### src/design/cpc_pkg.sv
/*
 Package for the channel power command block: command byte offsets, bit
 positions, timing constants, modes and carrier structs.
 Assumes one clock at 200 MHz and a byte-wide register write port.
*/
package cpc_pkg;

  localparam int NCH = 4;

  localparam logic [7:0] POWER_CMD_OFFSET = 8'h19;
  localparam logic [7:0] RESET_CMD_OFFSET = 8'h1a;

  localparam int PWR_ON_LSB  = 0;
  localparam int PWR_OFF_LSB = 4;

  localparam int RST_CHAN_LSB     = 0;
  localparam int RST_GLOBAL_BIT   = 4;
  localparam int RST_UNUSED_BIT   = 5;
  localparam int RST_RELEASE_BIT  = 6;
  localparam int RST_CLEARALL_BIT = 7;

  localparam logic [7:0] POLICE_OFF_VALUE = 8'hff;
  localparam logic [7:0] CMD_READ_VALUE   = 8'h00;
  localparam logic [2:0] MIN_HIGH_CLASS   = 3'h5;

  localparam int CLK_MHZ       = 200;
  localparam int CLEAR_TIME_US = 5000;
  localparam int CLEAR_CYCLES  = CLEAR_TIME_US * CLK_MHZ;
  localparam int RESTART_TIME_US = 3000;
  localparam int RESTART_CYCLES  = RESTART_TIME_US * CLK_MHZ;

  typedef enum logic [1:0] {
    CPC_MODE_OFF,
    CPC_MODE_MANUAL,
    CPC_MODE_SEMI,
    CPC_MODE_AUTO
  } cpc_mode_t;

  typedef enum logic [1:0] {
    CPC_CH_IDLE,
    CPC_CH_WAIT_CYCLE,
    CPC_CH_WAIT_CLASS,
    CPC_CH_ON
  } cpc_ch_state_t;

  // Engine status for one channel
  typedef struct packed {
    logic       detect_en;
    logic       class_en;
    logic       class_started;
    logic       class_done;
    logic       class_valid;
    logic       alloc_ok;
    logic       cooldown;
    logic [2:0] assigned_class;
  } cpc_ch_status_t;

  // Per-channel actions handed to the engines
  typedef struct packed {
    logic power_on;
    logic power_off;
    logic start_cycle;
    logic clear_regs;
    logic abort_cooldown;
  } cpc_ch_action_t;

endpackage

### src/design/cpc_channel.sv
/*
 One channel's power-on sequencing: in semi and auto modes waits for a detect/class cycle and then
 turns the channel on when class and allocation allow; manual mode turns it on at once, and a dual-signature side is restored without a new cycle.
 Assumes engine status is synchronous to i_clk.
*/
`timescale 1ns/1ps
module cpc_channel (
  input  wire logic                    i_clk,
  input  wire logic                    i_reset_n,
  input  wire cpc_pkg::cpc_mode_t      i_mode,
  input  wire cpc_pkg::cpc_ch_status_t i_status,
  input  wire logic                    i_on_cmd,
  input  wire logic                    i_off,
  input  wire logic                    i_peer_on,
  input  wire logic                    i_dual_sig,
  output logic                         o_on,
  output logic                         o_start_cycle
);
  import cpc_pkg::*;

  typedef struct packed {
    cpc_ch_state_t state;
    logic          start;
  } cpc_ch_reg_t;

  cpc_ch_reg_t st_reg;
  cpc_ch_reg_t st_next;
  logic        both_en;
  logic        grant;

  always_comb begin
    both_en = i_status.detect_en & i_status.class_en;
    grant   = i_status.class_done & i_status.class_valid & i_status.alloc_ok;
    st_next = st_reg;
    st_next.start = 1'b0;
    unique case (st_reg.state)
      CPC_CH_IDLE: begin
        // auto mode powers after every valid cycle
        if (i_mode == CPC_MODE_AUTO && both_en && grant) begin
          st_next.state = CPC_CH_ON;
        end else if (i_on_cmd && !i_status.cooldown) begin
          if (i_mode == CPC_MODE_MANUAL) begin
            st_next.state = CPC_CH_ON;
          end else if (i_dual_sig && i_peer_on && i_status.class_valid
                       && i_status.alloc_ok) begin
            // restore one side of a dual-signature port
            st_next.state = CPC_CH_ON;
          end else if (!both_en) begin
            // R3: singular full detect and class cycle
            st_next.state = CPC_CH_WAIT_CLASS;
            st_next.start = 1'b1;
          end else if (i_mode == CPC_MODE_SEMI) begin
            // join the next or current cycle
            st_next.state = i_status.class_started ? CPC_CH_WAIT_CYCLE
                                                   : CPC_CH_WAIT_CLASS;
          end
        end
      end
      CPC_CH_WAIT_CYCLE: begin
        // Current classing already running; power at its end if granted, else take the following one
        if (i_status.class_done) begin
          st_next.state = grant ? CPC_CH_ON : CPC_CH_WAIT_CLASS;
        end
      end
      CPC_CH_WAIT_CLASS: begin
        // power right after class if valid and allocated
        if (i_status.class_done) begin
          st_next.state = grant ? CPC_CH_ON : CPC_CH_IDLE;
        end
      end
      CPC_CH_ON: begin
      end
    endcase
    // cooldown blocks a pending turn on
    if (i_status.cooldown && st_reg.state != CPC_CH_ON) begin
      st_next.state = CPC_CH_IDLE;
    end
    // power off wins at once
    if (i_off || i_mode == CPC_MODE_OFF) begin
      st_next.state = CPC_CH_IDLE;
      st_next.start = 1'b0;
    end
    if (!i_reset_n) begin
      st_next.state = CPC_CH_IDLE;
      st_next.start = 1'b0;
    end
  end

  always_ff @(posedge i_clk) begin
    st_reg <= st_next;
  end

  assign o_on          = (st_reg.state == CPC_CH_ON);
  assign o_start_cycle = st_reg.start;

endmodule

### src/design/cpc_top.sv
/*
 Channel power command and reset command logic for one group of four
 channels. Decodes the power command byte and the reset command byte from
 the register write port and drives per-channel actions to the engines.
 Assumes the management bus front end gives a one-cycle write strobe with
 offset and data, and that engines report status synchronously.
*/
// How it works
// semi mode, either enable clear: power-on runs one full detect and class cycle
// semi mode, both enables: power after class if valid and allocation suffices
// auto mode, either enable clear: command launches one cycle then powers
// auto mode, both enables: channel turns on after each cycle unprompted
// host programs allocation before power-on; later changes may be ignored
// auto mode ignores a power-on to only one channel of a four-pair port
// power-off disables at once, clears channel bits, policing set to all ones
// clearing may take up to 5 ms; a busy flag covers it
// only the targeted channel or port is cleared
// power-off on one side of high-class single-signature port stops both
// dual-signature side switched off may be restored by a new power-on
// host should write both channels of a four-pair port together
// reset byte bits trigger on one, ignore zero, and self clear
// bit 7 clears all events and interrupts and releases the interrupt pin
// bit 6 releases the interrupt pin only
// after release the pin stays quiet until all interrupts are cleared
// bit 4 resets the group except kept registers; undervoltage flags track supply
// global reset acts only on this four-channel group
// bits 3-0 turn off a channel and clear like power-off
// channel reset on a four-pair port resets both channels
// channel reset aborts any cooldown in progress
// host waits 3 ms after channel reset before re-enabling
// power-on and power-off together for one channel turns it off
// power-on during cooldown is ignored and channel stays off
// bit 5 does nothing; command bytes read as zero
`timescale 1ns/1ps
module cpc_top #(
  parameter int CLEAR_CNT   = cpc_pkg::CLEAR_CYCLES,
  parameter int RESTART_CNT = cpc_pkg::RESTART_CYCLES
) (
  input  wire logic                              i_clk,
  input  wire logic                              i_reset_n,
  input  wire logic                              i_wr_en,
  input  wire logic [7:0]                        i_wr_addr,
  input  wire logic [7:0]                        i_wr_data,
  input  wire logic                              i_rd_en,
  input  wire cpc_pkg::cpc_mode_t                i_mode,
  input  wire logic [cpc_pkg::NCH/2-1:0]         i_four_pair,
  input  wire logic [cpc_pkg::NCH/2-1:0]         i_dual_sig,
  input  wire cpc_pkg::cpc_ch_status_t [cpc_pkg::NCH-1:0] i_status,
  input  wire logic                              i_irq_pending,
  input  wire logic                              i_logic_supply_uv,
  input  wire logic                              i_power_supply_uv,
  output logic [7:0]                             o_rd_data,
  output cpc_pkg::cpc_ch_action_t [cpc_pkg::NCH-1:0] o_action,
  output logic [cpc_pkg::NCH-1:0]                o_chan_enabled,
  output logic [7:0]                             o_police_fill,
  output logic                                   o_clear_all_events,
  output logic                                   o_global_reset,
  output logic                                   o_int_n,
  output logic [cpc_pkg::NCH-1:0]                o_clear_busy,
  output logic [cpc_pkg::NCH-1:0]                o_restart_hold,
  output logic                                   o_logic_supply_uv_flag,
  output logic                                   o_power_supply_uv_flag
);
  import cpc_pkg::*;

  localparam int CW = $clog2(RESTART_CNT > CLEAR_CNT ? RESTART_CNT + 1 : CLEAR_CNT + 1);

  typedef struct packed {
    cpc_ch_action_t [NCH-1:0] action;
    logic [NCH-1:0]           enabled;
    logic                     clear_all;
    logic                     global_rst;
    logic                     irq_muted;
    logic                     int_n;
    logic [7:0]               rd_data;
    logic [NCH-1:0][CW-1:0]   clr_cnt;
    logic [NCH-1:0][CW-1:0]   rst_cnt;
    logic [NCH-1:0]           clr_busy;
    logic [NCH-1:0]           rst_hold;
    logic                     luv;
    logic                     puv;
    logic [7:0]               fill;
  } cpc_state_t;

  cpc_state_t     st_reg;
  cpc_state_t     st_next;
  logic [NCH-1:0] ch_on;
  logic [NCH-1:0] ch_start;
  logic [NCH-1:0] on_cmd;
  logic [NCH-1:0] off_cmd;
  logic [NCH-1:0] chan_rst;
  logic [NCH-1:0] kill;
  logic [NCH-1:0] peer_on;
  logic [NCH-1:0] peer_fp;
  logic [NCH-1:0] peer_dual;
  logic           pwr_wr;
  logic           rst_wr;

  // Four-pair pairing: channel n shares a port with n xor 1
  always_comb begin
    for (int i = 0; i < NCH; i++) begin
      peer_fp[i]   = i_four_pair[i/2];
      peer_dual[i] = i_dual_sig[i/2];
      peer_on[i]   = ch_on[i ^ 1];
    end
  end

  always_comb begin
    pwr_wr = i_wr_en && (i_wr_addr == POWER_CMD_OFFSET);
    rst_wr = i_wr_en && (i_wr_addr == RESET_CMD_OFFSET);
    on_cmd   = '0;
    off_cmd  = '0;
    chan_rst = '0;
    for (int i = 0; i < NCH; i++) begin
      // only one bits act
      if (pwr_wr) begin
        on_cmd[i]  = i_wr_data[PWR_ON_LSB + i];
        off_cmd[i] = i_wr_data[PWR_OFF_LSB + i];
      end
      if (rst_wr) begin
        chan_rst[i] = i_wr_data[RST_CHAN_LSB + i] | i_wr_data[RST_GLOBAL_BIT];
      end
    end
    for (int i = 0; i < NCH; i++) begin
      if (peer_fp[i]) begin
        // singular power-on ignored in auto mode
        if (i_mode == CPC_MODE_AUTO && !on_cmd[i ^ 1]) begin
          on_cmd[i] = 1'b0;
        end
        // channel reset hits both channels of port
        if (rst_wr && i_wr_data[RST_CHAN_LSB + (i ^ 1)]) begin
          chan_rst[i] = 1'b1;
        end
        // high-class single signature stops both
        if (!peer_dual[i] && off_cmd[i ^ 1] &&
            i_status[i ^ 1].assigned_class >= MIN_HIGH_CLASS) begin
          off_cmd[i] = 1'b1;
        end
      end
    end
    // off wins over on in the same write
    on_cmd = on_cmd & ~off_cmd & ~chan_rst;
    // R19: kill only targeted channels
    kill = off_cmd | chan_rst;
  end

  for (genvar g = 0; g < NCH; g++) begin : g_ch
    cpc_channel u_ch (
      .i_clk         (i_clk),
      .i_reset_n     (i_reset_n),
      .i_mode        (i_mode),
      .i_status      (i_status[g]),
      .i_on_cmd      (on_cmd[g]),
      .i_off         (kill[g]),
      .i_peer_on     (peer_on[g]),
      .i_dual_sig    (peer_dual[g]),
      .o_on          (ch_on[g]),
      .o_start_cycle (ch_start[g])
    );
  end

  always_comb begin
    st_next = st_reg;
    st_next.enabled = ch_on;
    st_next.rd_data = CMD_READ_VALUE;
    // policing threshold value on clear
    st_next.fill    = POLICE_OFF_VALUE;
    // undervoltage flags keep tracking supply
    st_next.luv = i_logic_supply_uv;
    st_next.puv = i_power_supply_uv;
    // command pulses self clear
    st_next.clear_all  = rst_wr & i_wr_data[RST_CLEARALL_BIT];
    // R18: global reset of this group only
    st_next.global_rst = rst_wr & i_wr_data[RST_GLOBAL_BIT];
    for (int i = 0; i < NCH; i++) begin
      st_next.action[i].power_on    = ch_on[i] & ~st_reg.enabled[i];
      // disable and clear channel bits
      st_next.action[i].power_off   = kill[i];
      st_next.action[i].clear_regs  = kill[i];
      st_next.action[i].start_cycle = ch_start[i];
      // channel reset aborts cooldown
      st_next.action[i].abort_cooldown = chan_rst[i];
      // busy window while clearing completes
      if (kill[i]) begin
        st_next.clr_cnt[i]  = CW'(CLEAR_CNT);
        st_next.clr_busy[i] = 1'b1;
      end else if (st_reg.clr_cnt[i] != '0) begin
        st_next.clr_cnt[i]  = st_reg.clr_cnt[i] - CW'(1);
        st_next.clr_busy[i] = (st_reg.clr_cnt[i] != CW'(1));
      end
      // restart hold after channel reset
      if (chan_rst[i]) begin
        st_next.rst_cnt[i]  = CW'(RESTART_CNT);
        st_next.rst_hold[i] = 1'b1;
      end else if (st_reg.rst_cnt[i] != '0) begin
        st_next.rst_cnt[i]  = st_reg.rst_cnt[i] - CW'(1);
        st_next.rst_hold[i] = (st_reg.rst_cnt[i] != CW'(1));
      end
    end
    // muted until pending interrupts drain; a bit 7 or bit 4 unmute wins over a bit 6 set
    if (!i_irq_pending) begin
      st_next.irq_muted = 1'b0;
    end
    // release pin only
    if (rst_wr && i_wr_data[RST_RELEASE_BIT] && i_irq_pending) begin
      st_next.irq_muted = 1'b1;
    end
    // clear all also releases pin
    if (rst_wr && (i_wr_data[RST_CLEARALL_BIT] || i_wr_data[RST_GLOBAL_BIT])) begin
      st_next.irq_muted = 1'b0;
    end
    st_next.int_n = ~(i_irq_pending & ~st_next.irq_muted &
                      ~(rst_wr & (i_wr_data[RST_CLEARALL_BIT] |
                                  i_wr_data[RST_RELEASE_BIT])));
    // bit 5 is ignored by all decoding above
    if (!i_reset_n) begin
      st_next = '0;
      st_next.int_n = 1'b1;
    end
  end

  always_ff @(posedge i_clk) begin
    st_reg <= st_next;
  end

  assign o_rd_data              = st_reg.rd_data;
  assign o_action               = st_reg.action;
  assign o_chan_enabled         = st_reg.enabled;
  assign o_police_fill          = st_reg.fill;
  assign o_clear_all_events     = st_reg.clear_all;
  assign o_global_reset         = st_reg.global_rst;
  assign o_int_n                = st_reg.int_n;
  assign o_clear_busy           = st_reg.clr_busy;
  assign o_restart_hold         = st_reg.rst_hold;
  assign o_logic_supply_uv_flag = st_reg.luv;
  assign o_power_supply_uv_flag = st_reg.puv;

endmodule

### config.mk
export PLATFORM = sky130hd
export DESIGN_NAME = cpc_top
export DESIGN_NICKNAME = d
export VERILOG_FILES = /design/src/design/cpc_pkg.sv /design/src/design/cpc_channel.sv /design/src/design/cpc_top.sv
export SDC_FILE = /design/constraint.sdc
export NUM_CORES = 1
export LEC_CHECK = 0
export CAP_MARGIN = 20
export CORE_MARGIN = 1
export CORE_UTILIZATION = 45
export DETAILED_ROUTE_END_ITERATION = 8
export DONT_BUFFER_PORTS = 1
export PLACE_DENSITY = 0.57
export SETUP_SLACK_MARGIN = 0.15
export SYNTH_ARGS = -nofsm -noshare
export SYNTH_HDL_FRONTEND = slang
export SYNTH_SLANG_ARGS = --single-unit
export TNS_END_PERCENT = 1
### constraint.sdc
create_clock -name i_clk -period 4.3 [get_ports i_clk]
set_input_delay 0.215 -clock i_clk [delete_from_list [all_inputs] [get_ports i_clk]]
set_output_delay 0.215 -clock i_clk [all_outputs]
set_load 0.02 [all_outputs]
## Word-level counts from Yosys, hierarchy flattened

Index checks and enable logic that the tools add are counted.
W data, S select, Z words.

| word-level totals | value |
|---|---|
| register bits after elaboration | 222 |
| input bits | 69 |
| output and inout bits | 53 |
| word-level logic and storage cells | 402 |

| cells by class | value |
|---|---|
| add/subtract/negate cells | 8 |
| magnitude comparators | 4 |
| equal/unequal tests | 45 |
| muxes and demuxes | 132 |
| bitwise gates (word level) | 47 |
| reduce and logical (&&, ||, !) cells | 109 |

Operators with widths:

| operator | number |
|---|---|
| $mux W20 | 16 |
| $ne A20 B1 Y1 const B | 8 |
| $reduce_bool A20 Y1 | 8 |
| $sub A20 B1 Y20 const B | 8 |
| $mux W2 | 36 |
| $mux W1 | 71 |
| $logic_and A1 B1 Y1 | 49 |
| $reduce_or A7 Y1 | 4 |
| $ne A2 B2 Y1 const B | 12 |
| $ne A6 B6 Y1 const B | 4 |
| $pmux W2 S3 | 4 |
| $and A1 B1 Y1 | 21 |
| $eq A2 B2 Y1 const B | 10 |
| $reduce_and A5 Y1 | 4 |
| $eq A8 B5 Y1 const B | 2 |
| $not A1 Y1 | 16 |
| $reduce_bool A2 Y1 | 8 |
| $reduce_or A2 Y1 | 8 |
| $ge A3 B3 Y1 const B | 4 |
| $mux W3 | 4 |
| $ne A3 B1 Y1 const B | 4 |
| $reduce_bool A3 Y1 | 4 |
| $reduce_or A3 Y1 | 4 |
| $eq A2 B1 Y1 const B | 5 |
| other kinds (8) | 31 |

## Logic depth before layout (Yosys ltp)

Gate-level depths: netlist (run 1).

| depth | value |
|---|---|
| word-level depth | 18 |
| mapped depth | 8 |
| gate-level depth less buffers | 7 |

## Cells and area by module

Synthesis (run 1) repeated with hierarchy kept, for this count alone.

| unflattened totals | value |
|---|---|
| cell total of the unflattened synthesis | 1,322 |
| area, all modules | 11,193.2 um^2 |

Modules (own cells, without submodules):

| module | instances | cells an instance | area each (um^2) | sequential area each (um^2) |
|---|---|---|---|---|
| cpc_top | 1 | 1,130 | 9,691.8 | 3,903.7 |
| cpc_channel | 4 | 48 | 375.4 | 60.1 |

## Least setup slack after synthesis (run 1)

No wires, ideal clock.

| timing | value |
|---|---|
| path type | register to register |
| start | register st_reg[18] in the netlist's numbering |
| end | register st_reg[37] in the netlist's numbering |
| library setup time | 0.074 ns |
| arrival time | 2.044 ns |
| required time | 4.226 ns |
| path slack | 2.182 ns |
| cell stages (with the launch flop) | 9 |
| path buffers | 1 |
| clock period less this slack | 2.118 ns |
| cell sequence | dfxtp_1 inv_1 ha_1 buf_2 or3b_2 nor3_2 nand2_1 a31o_2 a31oi_1 |

| between the ends | value |
|---|---|
| cells in the longest elaborated chain, start to end | 3 |
| elaborated cells between the ends (all ways) | 5 |
| those cells by class | 1 x add/sub; 2 x mux; 2 x reduce/logical |

Ends and longest elaborated chain:

| element | RTL line | source |
|---|---|---|
| start: declaration | cpc_top.sv:85 | `cpc_state_t st_reg;` |
| start signal: assignment | cpc_top.sv:223 | `st_reg <= st_next;` |
| $sub A20 B1 Y20 | cpc_top.sv:196 | `st_next.rst_cnt[i] = st_reg.rst_cnt[i] - CW'(1);` |
| $mux W20 | cpc_top.sv:195 | `end else if (st_reg.rst_cnt[i] != '0) begin` |
| $mux W20 | cpc_top.sv:192 | `if (chan_rst[i]) begin` |

Several ways; a longest one is shown, not always the timed one. The select of a mux whose other input is x is not followed.
A chain may end at the register's enable or synchronous reset.

## Worst setup path after layout (run 1)

| timing | value |
|---|---|
| start | register st_reg[47] in the netlist's numbering |
| end | register st_reg[54] in the netlist's numbering |

The elaborated chain is that of the path after synthesis.

==> results of run 1 <==
[area by class of cell]
type	instances	area, um^2
clock buffers	37	741
inverters	56	210
clock inverters	7	65.1
well taps	324	405
multi-input cells	973	6310
flip-flops and latches	207	4150
repair buffers	28	275
fillers	2346	12200
diodes	2	5.00
[through the flow]
step	area (um^2)	std cells	util	hold slack, ps
final	12200	1634	0.500	35.2
after global routing	12200	1634	0.500	31.7
after CTS	12200	1632	0.500	37.0
after detailed placement	11100	1566	0.457	246
after global placement	11100	1566	0.457	245
after floorplan	11200	1327	-	243
[synth_stat cells, types with 23 or more instances]
cell	count	share of area
xor2_1	60	0.047
or4_1	23	0.015
nor3_1	41	0.018
nand3_1	55	0.025
dfxtp_1	207	0.37
a211oi_1	26	0.017
a31oi_1	27	0.015
or3_1	30	0.017
inv_1	56	0.019
buf_4	48	0.032
o21ai_0	50	0.022
ha_1	36	0.040
nor4_1	33	0.018
nor2_1	162	0.054
nand2_1	54	0.018
clkbuf_1	34	0.011
nand4_1	31	0.017
xnor2_1	40	0.031
a21oi_1	52	0.023
[cells by family (layout without fill, tap and decap cells)]
| logic type | count (synthesis) | in the layout | synth area share |
|---|---|---|---|
| buffers and inverters | 147 | 128 | 0.0669 |
| adder cells (fa/ha/maj) | 36 | 36 | 0.0403 |
| AO/OA/AOI/OAI | 272 | 272 | 0.165 |
| flip-flops | 207 | 207 | 0.371 |
| multiplexers | 13 | 13 | 0.0119 |
| XOR/XNOR | 100 | 100 | 0.0784 |
| other | 1 | 10 | 0.000336 |
| AND/OR/NAND/NOR | 544 | 544 | 0.267 |
[report_power, final]
| group | switching (mW) | total (mW) | internal, mW |
|---|---|---|---|
| clock | 0.810 | 2.05 | 1.24 |
| combinational | 3.09 | 5.17 | 2.08 |
| sequential | 0.654 | 3.20 | 2.54 |
[repair_timing]
item,in CTS,in global routing
hold buffers,22,0
endpoints found under the hold margin,38,0
buffers inserted,0,0
[per-layer routing]
layer | global-route usage | up-vias
li1 | - | 4713
met1 | 0.295 | 4461
met2 | 0.354 | 199
met3 | 0.0349 | 46
met4 | 0.0756 | 0
met5 | 0 | -
[how the worst max path moves through the flow]
stage	from	endpoint	slack (ps)	cells past startpoint
after floorplan	st_reg[18]$_SDFFE_PP0P_	st_reg[37]$_SDFFE_PN0P_	2180	8
after global placement	st_reg[47]$_SDFFE_PN0P_	st_reg[54]$_SDFFE_PN0P_	1510	6
after detailed placement	st_reg[47]$_SDFFE_PN0P_	st_reg[54]$_SDFFE_PN0P_	1400	6
after CTS	st_reg[47]$_SDFFE_PN0P_	st_reg[54]$_SDFFE_PN0P_	1390	6
after global routing	st_reg[47]$_SDFFE_PN0P_	st_reg[54]$_SDFFE_PN0P_	1110	6
final	st_reg[47]$_SDFFE_PN0P_	st_reg[54]$_SDFFE_PN0P_	1430	6
[worst max-delay path: stages (launching register included)]
cell,delay [ps]
dfxtp_1,360
nor4_2,460
nand4b_1,480
nor4_1,910
buf_4,280
o21ai_0,90
and2_1,190
==> impl_metrics.toml, run 1 <==
[clock_tree]
cts_resized = 0
clk_path_buf_depth = 3
cts_max_level = 1
cts.clk_slew.worst_paths_ps = 60
clock_latency_ps = 520
cts_root_buf = "clkbuf_16"
cts_buffers = 24
cts.sinks = 207
cts_tree = "yes"

[route]
drtAntennaViolNets = 0
drtPass1Iterations = 5
met2WireLength_um = 12800
avgViaCountPerCell = 5.76
drt_iter0_markers = 471
wl_met3_um = 1340
top_layer = "met4"
wl_um = 28200
avgRoutedWirePerCell_um = 17.3
wl_met1_um = 13300
vias = 9419
drc = 0

[synth]
yosys_warnings = 0
syn_area_per_cell_um2 = 8.47
synth_edf_count = 0
synthCells = 1320
synth_ff_type = "dfxtp_1"
synth_area_um2 = 11200
synth_seq_area_share = 0.371
ys_seq_elements = 207
netlist-cell-type-count = 75
ys_async_sr_fraction = 0

[floorplanning]
io_pins = 122
dieArea_um2 = 25500
core.rowCount = 57
initial_core_util = 0.460
coreArea_um2 = 24300
die_w_um = 160
die_h_um = 160

[global_route]
grt_pass1_wl_um = 45500
overflow = 0
grt_util_all_layers = 0.219
antenna_found_initial = 1
grt_max_degree = 36
grt_pass1_vias = 8748

[cells_and_area]
layout_commonest_cell = "dfxtp_1"
largest_reg_flops = 161
syn2layout_area_growth_pct = 8.78
layout_common_cells = "206 x dfxtp_1, 162 x nor2_1, 60 x xor2_1"
drive_gt1_frac = 0.0642
nets = 1395

[timing]
finalSetupTns_ps = 0
setup_viol = 0
max_clock_freq_ghz = 0.348
finalCritPeriodShare = 0.667
hold_viol_final = 0
tightest_slew_ps = 1080
rsz0062_at_grt = "no"
fin_crit_ps = 2870
maxSlewViolCount = 0
setup_ws_ps = 1430
skew_ps = 8.18
slew_headroom = 0.271

[worst_hold_path]
hold_path_end = "o_action[16]$_SDFF_PN0_"
hold_class = "in2reg"
hp-start = "i_reset_n"
hold_depth = 2

[pwr]
pwr_density_cell_nw_per_um2 = 857
vdd_drop_max_v = 0.000537
p_leak_nw = 4.60
power_mw = 10.4

[setup_path]
cp_max_fo = 12
regToRegSetupSlack_ps = 1430
cp-start-kind = "flip-flop"
reg2regPathDepth = 6
crit_type = "reg2reg"
cp.arrival_ps = 3280
required_ps = 4710
r2r-end = "st_reg[54]$_SDFFE_PN0P_"
reg2reg_from = "st_reg[47]$_SDFFE_PN0P_"
cp-end-kind = "flip-flop"

[run]
max_cap_viol_count = 0

[placement]
dp_hpwl_um = 19900
portBuffers = 0
place.gp.congestion = 0.843
pre_cts_slack_ps = 1400

[run_status]
outcome = "finished, final reports clean"
Power figures use the tool's default switching activity.
==> inputs of run 2 (changes only) <==
PLACE_DENSITY = 0.59   (was 0.57)
clock period = 2.6 ns   (was 4.3 ns; I/O delays follow)
==> run 2 against run 1 <==
- via count grew 1.6%
- first-iteration DRC count grew 14%
- cell count grew 2.2%
- critical path depth grew 1
- count of clock-buffer cells in the layout shrank 1
- clock skew grew 12 ps
- final area grew 2.3%
- flip-flop and latch count is the same
- sequential share of layout area shrank 0.77 points
- highest routed layer unchanged
==> impl_metrics.toml, run 2 (synthesis results as in run 1) <==
[setup_path]
path_buf_inv = 4
crit_path_end = "g_ch[2].u_ch.o_start_cycle$_SDFF_PP0_"
cp.arrival_ps = 2890
reg2regPathDepth = 6
crit_family = "buffers and inverters"
crit_cells = 7
cp-end-kind = "flip-flop"
r2r-end = "g_ch[0].u_ch.o_start_cycle$_SDFF_PP0_"
reg2reg_from = "g_ch[1].u_ch.st_reg[1]$_SDFFE_PP0P_"
slowest_delay_ps = 600
crit_start = "i_status[23]"
path_common_cell = "dlygate4sd3_1"
worstPathCellList = "dlygate4sd3_1 -> nor2b_1 -> dlygate4sd3_1 -> nand2_1 -> dlygate4sd3_1 -> nor4_1 -> dlygate4sd3_1"
required_ps = 3070
cp_max_fo = 2
crit_type = "in2reg"
cp-start-kind = "input pin"
cp_slowest_cell = "dlygate4sd3_1"
regToRegSetupSlack_ps = 270

[pwr]
vdd_drop_max_v = 0.000974
pwr_density_cell_nw_per_um2 = 1410
power_mw = 17.5
p_leak_nw = 4.76

[global_route]
grt_max_degree = 34
antenna_found_initial = 2
grt_pass1_wl_um = 45900
grt_util_all_layers = 0.220
overflow = 0
grt_pass1_vias = 8956

[placement]
place.gp.congestion = 0.836
portBuffers = 0
dp_hpwl_um = 19900

[clock_tree]
cts_tree = "yes"
clk_path_buf_depth = 3
cts_root_buf = "clkbuf_16"
cts_setup_buffers = 0
cts_buffers = 25
cts.sinks = 207
cts.clk_slew.worst_paths_ps = 60
clock_latency_ps = 530
cts_max_level = 1

[run]
max_cap_viol_count = 0

[floorplanning]
die_w_um = 160
coreArea_um2 = 24300
die_h_um = 160
initial_core_util = 0.460
core.rowCount = 57
dieArea_um2 = 25500
io_pins = 122

[route]
drtPass1Iterations = 5
drtAntennaViolNets = 0
drt_iter0_markers = 539
avgViaCountPerCell = 5.73
avgRoutedWirePerCell_um = 17.0
vias = 9571
drc = 0
wl_um = 28400

[timing]
slew_headroom = 0.463
skew_ps = 20.5
max_clock_freq_ghz = 0.413
rsz0062_at_grt = "yes"
setup_viol = 0
fin_crit_ps = 2420
finalCritPeriodShare = 0.932
maxSlewViolCount = 0
hold_viol_final = 0
finalSetupTns_ps = 0
tightest_slew_ps = 807

[cells_and_area]
drive_gt1_frac = 0.0796
layout_commonest_cell = "dfxtp_1"
syn2layout_area_growth_pct = 11.3
largest_reg_flops = 161
nFillCells = 2335
nets = 1437
layout_common_cells = "206 x dfxtp_1, 162 x nor2_1, 60 x xor2_1"

[run_status]
outcome = "finished, final reports clean"

[worst_hold_path]
hold_depth = 3
hold_class = "in2reg"
run 2: cell count changes in the layout (fill, tap and decap cells not counted), moves of 2 or more:
| cell | previous run | this run |
|---|---|---|
| clkinvlp_4 | 2 | 0 |
| clkbuf_8 | 7 | 5 |
| buf_4 | 6 | 33 |
| dlygate4sd3_1 | 21 | 35 |
run 2: per-layer routing:
layer  global-route usage  vias to the layer above  share of wire
met2                0.350                      225           0.45
li1                     -                     4791              -
met4               0.0774                        0          0.029
met3               0.0406                       49          0.058
met5                    0                        -              0
met1                0.297                     4506           0.47
run 2: stage by stage:
step / hold slack [ps] / instance area [um^2] / setup slack, ps / instances / util
4_1_cts: 1.83 / 12400 / 216 / 1668 / 0.511
2_1_floorplan: 158 / 11200 / 482 / 1327 / -
3_5_place_dp: 160 / 11300 / 452 / 1592 / 0.465
6_report: 14.0 / 12400 / 177 / 1670 / 0.511
5_1_grt: 15.9 / 12400 / 123 / 1670 / 0.511
3_3_place_gp: 160 / 11300 / 447 / 1592 / 0.465
run 2: how the worst min path moves through the flow:
stage	startpoint	slack, ps	to
floorplan	i_reset_n	160	o_police_fill[6]$_DFF_P_
global placement	i_reset_n	160	o_police_fill[6]$_DFF_P_
detailed placement	i_reset_n	160	o_police_fill[6]$_DFF_P_
CTS	i_reset_n	2	st_reg[165]$_SDFFE_PP0P_
global route	i_reset_n	20	st_reg[168]$_SDFFE_PP0P_
finish	i_status[6]	10	g_ch[0].u_ch.st_reg[2]$_SDFFE_PP0P_
run 2: area by class of cell:
class | instances | area [um^2] | area share
inverters | 56 | 210 | 0.0169
well taps | 324 | 405 | 0.0326
multi-input cells | 973 | 6320 | 0.508
diodes | 1 | 2.50 | 0.000201
clock buffers | 36 | 717 | 0.0576
clock inverters | 4 | 23.8 | 0.00191
repair buffers | 69 | 618 | 0.0497
flip-flops and latches | 207 | 4150 | 0.333
run 2: worst register-to-register path, delay by kind of cell (launching register included):
family | cells | cell delay [ps]
buffers and inverters | 2 | 1130
flip-flops | 1 | 330
AO/OA/AOI/OAI | 1 | 300
adder cells (fa/ha/maj) | 1 | 260
AND/OR/NAND/NOR | 2 | 260
run 2: timing repair:
action / in CTS / in global routing
endpoints found under the hold margin: 80 / 0
endpoints found under the setup margin: 0 / 2
gates resized for setup: 0 / 1
hold buffers: 36 / 0
run 2: power breakdown:
| group | internal (mW) | switching (mW) | total, mW |
|---|---|---|---|
| registers | 4.21 | 1.08 | 5.29 |
| clock network | 1.89 | 1.31 | 3.20 |
| logic | 3.83 | 5.18 | 9.02 |
==> inputs of run 3 (changes only) <==
ABC_AREA = 1   (was not set)
==> run 3 against run 2 <==
- critical path type unchanged
- largest cell class unchanged
- largest power group unchanged
- synthesized cell count increased by 28%
- fmax increased by 9.2%
- critical endpoint is now st_reg[152]$_SDFFE_PN0P_
- first-iteration DRC count increased by 6.7%
==> impl_metrics.toml, run 3 <==
[route]
avgRoutedWirePerCell_um = 13.9
drc = 0
drt_iter0_markers = 575
vias = 10300
drtPass1Iterations = 5
avgViaCountPerCell = 5.02
wl_um = 28300
drtAntennaViolNets = 0

[cells_and_area]
drive_gt1_frac = 0.105
nets = 1800
nFillCells = 2532
largest_reg_flops = 161
syn2layout_area_growth_pct = 10.3
utilization = 0.508
antenna_cells = 0
layout_common_cells = "301 x nand2_1, 282 x nor2_1, 206 x dfxtp_1"
layout_commonest_cell = "nand2_1"

[timing]
holdWs_ps = 10.6
setup_viol = 0
setup_ws_ps = 382
maxSlewViolCount = 0
slew_headroom = 0.466
rsz0062_at_grt = "no"
tightest_slew_ps = 803
max_clock_freq_ghz = 0.451
fin_crit_ps = 2220
hold_viol_final = 0
finalCritPeriodShare = 0.853
finalSetupTns_ps = 0
skew_ps = 8.13

[setup_path]
regToRegSetupSlack_ps = 520
cp-start-kind = "input pin"
path_common_cell = "nand2_2"
required_ps = 3020
slowest_delay_ps = 610
worstPathCellList = "dlygate4sd3_1 -> nand2_1 -> nor2_2 -> dlygate4sd3_1 -> nand2_2 -> inv_2 -> nand3_1 -> nand2_2 -> inv_2 -> nand2_2 -> nand2_1 -> o31ai_1"
crit_type = "in2reg"
cp.arrival_ps = 2640
cp-end-kind = "flip-flop"
cp_slowest_cell = "dlygate4sd3_1"
cp_max_fo = 8

[global_route]
overflow = 0
antenna_found_initial = 1
grt_max_degree = 45
grt_pass1_vias = 9604
grt_pass1_wl_um = 46400
grt_util_all_layers = 0.216

[floorplanning]
dieArea_um2 = 26400
die_w_um = 162
core.rowCount = 58
initial_core_util = 0.460
coreArea_um2 = 25200
die_h_um = 162
io_pins = 122

[pwr]
p_clk_frac = 0.223
p_sw_frac = 0.433
power_mw = 15.9
pwr_density_cell_nw_per_um2 = 1240
vdd_drop_max_v = 0.000533
p_leak_nw = 6.03
pwr-share-seq = 0.314
internal-power_mw = 8.99
combPwrFrac = 0.463
netSwitchingPower_mw = 6.87

[synth]
synth_seq_area_share = 0.358
synth_area_leaders = "dfxtp_1 36%, nand2_1 9.8%, nor2_1 9.1%, inv_1 6.1%, a21oi_1 4.4%"
syn_area_per_cell_um2 = 6.84
synthCells = 1693
yosys_warnings = 0
ys_seq_elements = 207
synth_edf_count = 0
ys_async_sr_fraction = 0
synth_top_cell_area_share = 0.358
netlist-cell-type-count = 53
synthTopCellsByCount = "301 x nand2_1, 282 x nor2_1, 207 x dfxtp_1"
synth_area_um2 = 11600
synth_most_common_cell = "nand2_1"
synth_ff_type = "dfxtp_1"
synth_top_area_cell = "dfxtp_1"

[placement]
dp_hpwl_um = 21000
place.gp.congestion = 0.920
pre_cts_slack_ps = 553
portBuffers = 0

[clock_tree]
cts_buffers = 24
clock_latency_ps = 520
cts.sinks = 207
cts_tree = "yes"
cts_max_level = 1
cts_root_buf = "clkbuf_16"
clk_path_buf_depth = 3
cts_setup_buffers = 0
cts.clk_slew.worst_paths_ps = 60

[run_status]
outcome = "finished, final reports clean"

[worst_hold_path]
hold_class = "in2reg"

[run]
max_cap_viol_count = 0
run 3: repair_timing:
action | 4_1_cts | 5_1_grt
hold buffers | 35 | 0
resized for setup | 0 | 0
endpoints found under the hold margin | 66 | 0
run 3: critical path, delay by kind of cell:
family | cells | cell delay (ps)
AO/OA/AOI/OAI | 1 | 130
AND/OR/NAND/NOR | 7 | 1010
buffers and inverters | 4 | 1370
run 3: cell families after synthesis:
kind of cell             after synthesis  share of synthesized area
AND/OR/NAND/NOR                      856                      0.334
buffers and inverters                326                      0.123
flip-flops                           207                      0.358
AO/OA/AOI/OAI                        206                     0.0994
XOR/XNOR                              60                     0.0454
adder cells (fa/ha/maj)               36                     0.0389
other                                  1                   0.000324
multiplexers                           1                   0.000864
run 3: final timing paths:
check / start / to / depth (start not counted)
setup / recovery: i_wr_addr[1] / st_reg[152]$_SDFFE_PN0P_ / 12
hold / removal: i_status[23] / g_ch[2].u_ch.st_reg[1]$_SDFFE_PP0P_ / 5
setup reg to reg: st_reg[38]$_SDFFE_PP0P_ / st_reg[53]$_SDFFE_PP0P_ / 12
hold reg to reg: g_ch[0].u_ch.o_start_cycle$_SDFF_PP0_ / o_action[2]$_SDFF_PN0_ / 2
run 3: power groups by stage:
stage	Clock, mW	Sequential, mW	Combinational, mW
floorplan	0	4.76	6.21
CTS	3.63	4.97	7.35
detailed placement	0	5.03	7.25
global placement	0	5.01	7.17
finish	3.54	4.98	7.34
global route	3.74	5.11	8.48
run 3: final cells by class:
class	instances	area (um^2)	area share
Clock buffer	35	713	0.0558
Clock inverter	8	119	0.00930
Inverter	258	968	0.0758
Multi-Input combinational cell	1167	6040	0.472
Sequential cell	207	4150	0.324
Tap cell	330	413	0.0323
Timing Repair Buffer	37	388	0.0303
run 3: metal layers:
layer	wire (um)	share of wire	track usage
met5	0	0	0
met4	519	0.018	0.0455
met3	1600	0.057	0.0351
met2	12700	0.45	0.360
met1	13500	0.48	0.292
run 3: metrics by stage:
step / std cells / area, um^2
CTS: 2042 / 12800
global placement: 1964 / 11600
detailed placement: 1964 / 11600
floorplan: 1700 / 11600
global route: 2042 / 12800
finish: 2042 / 12800
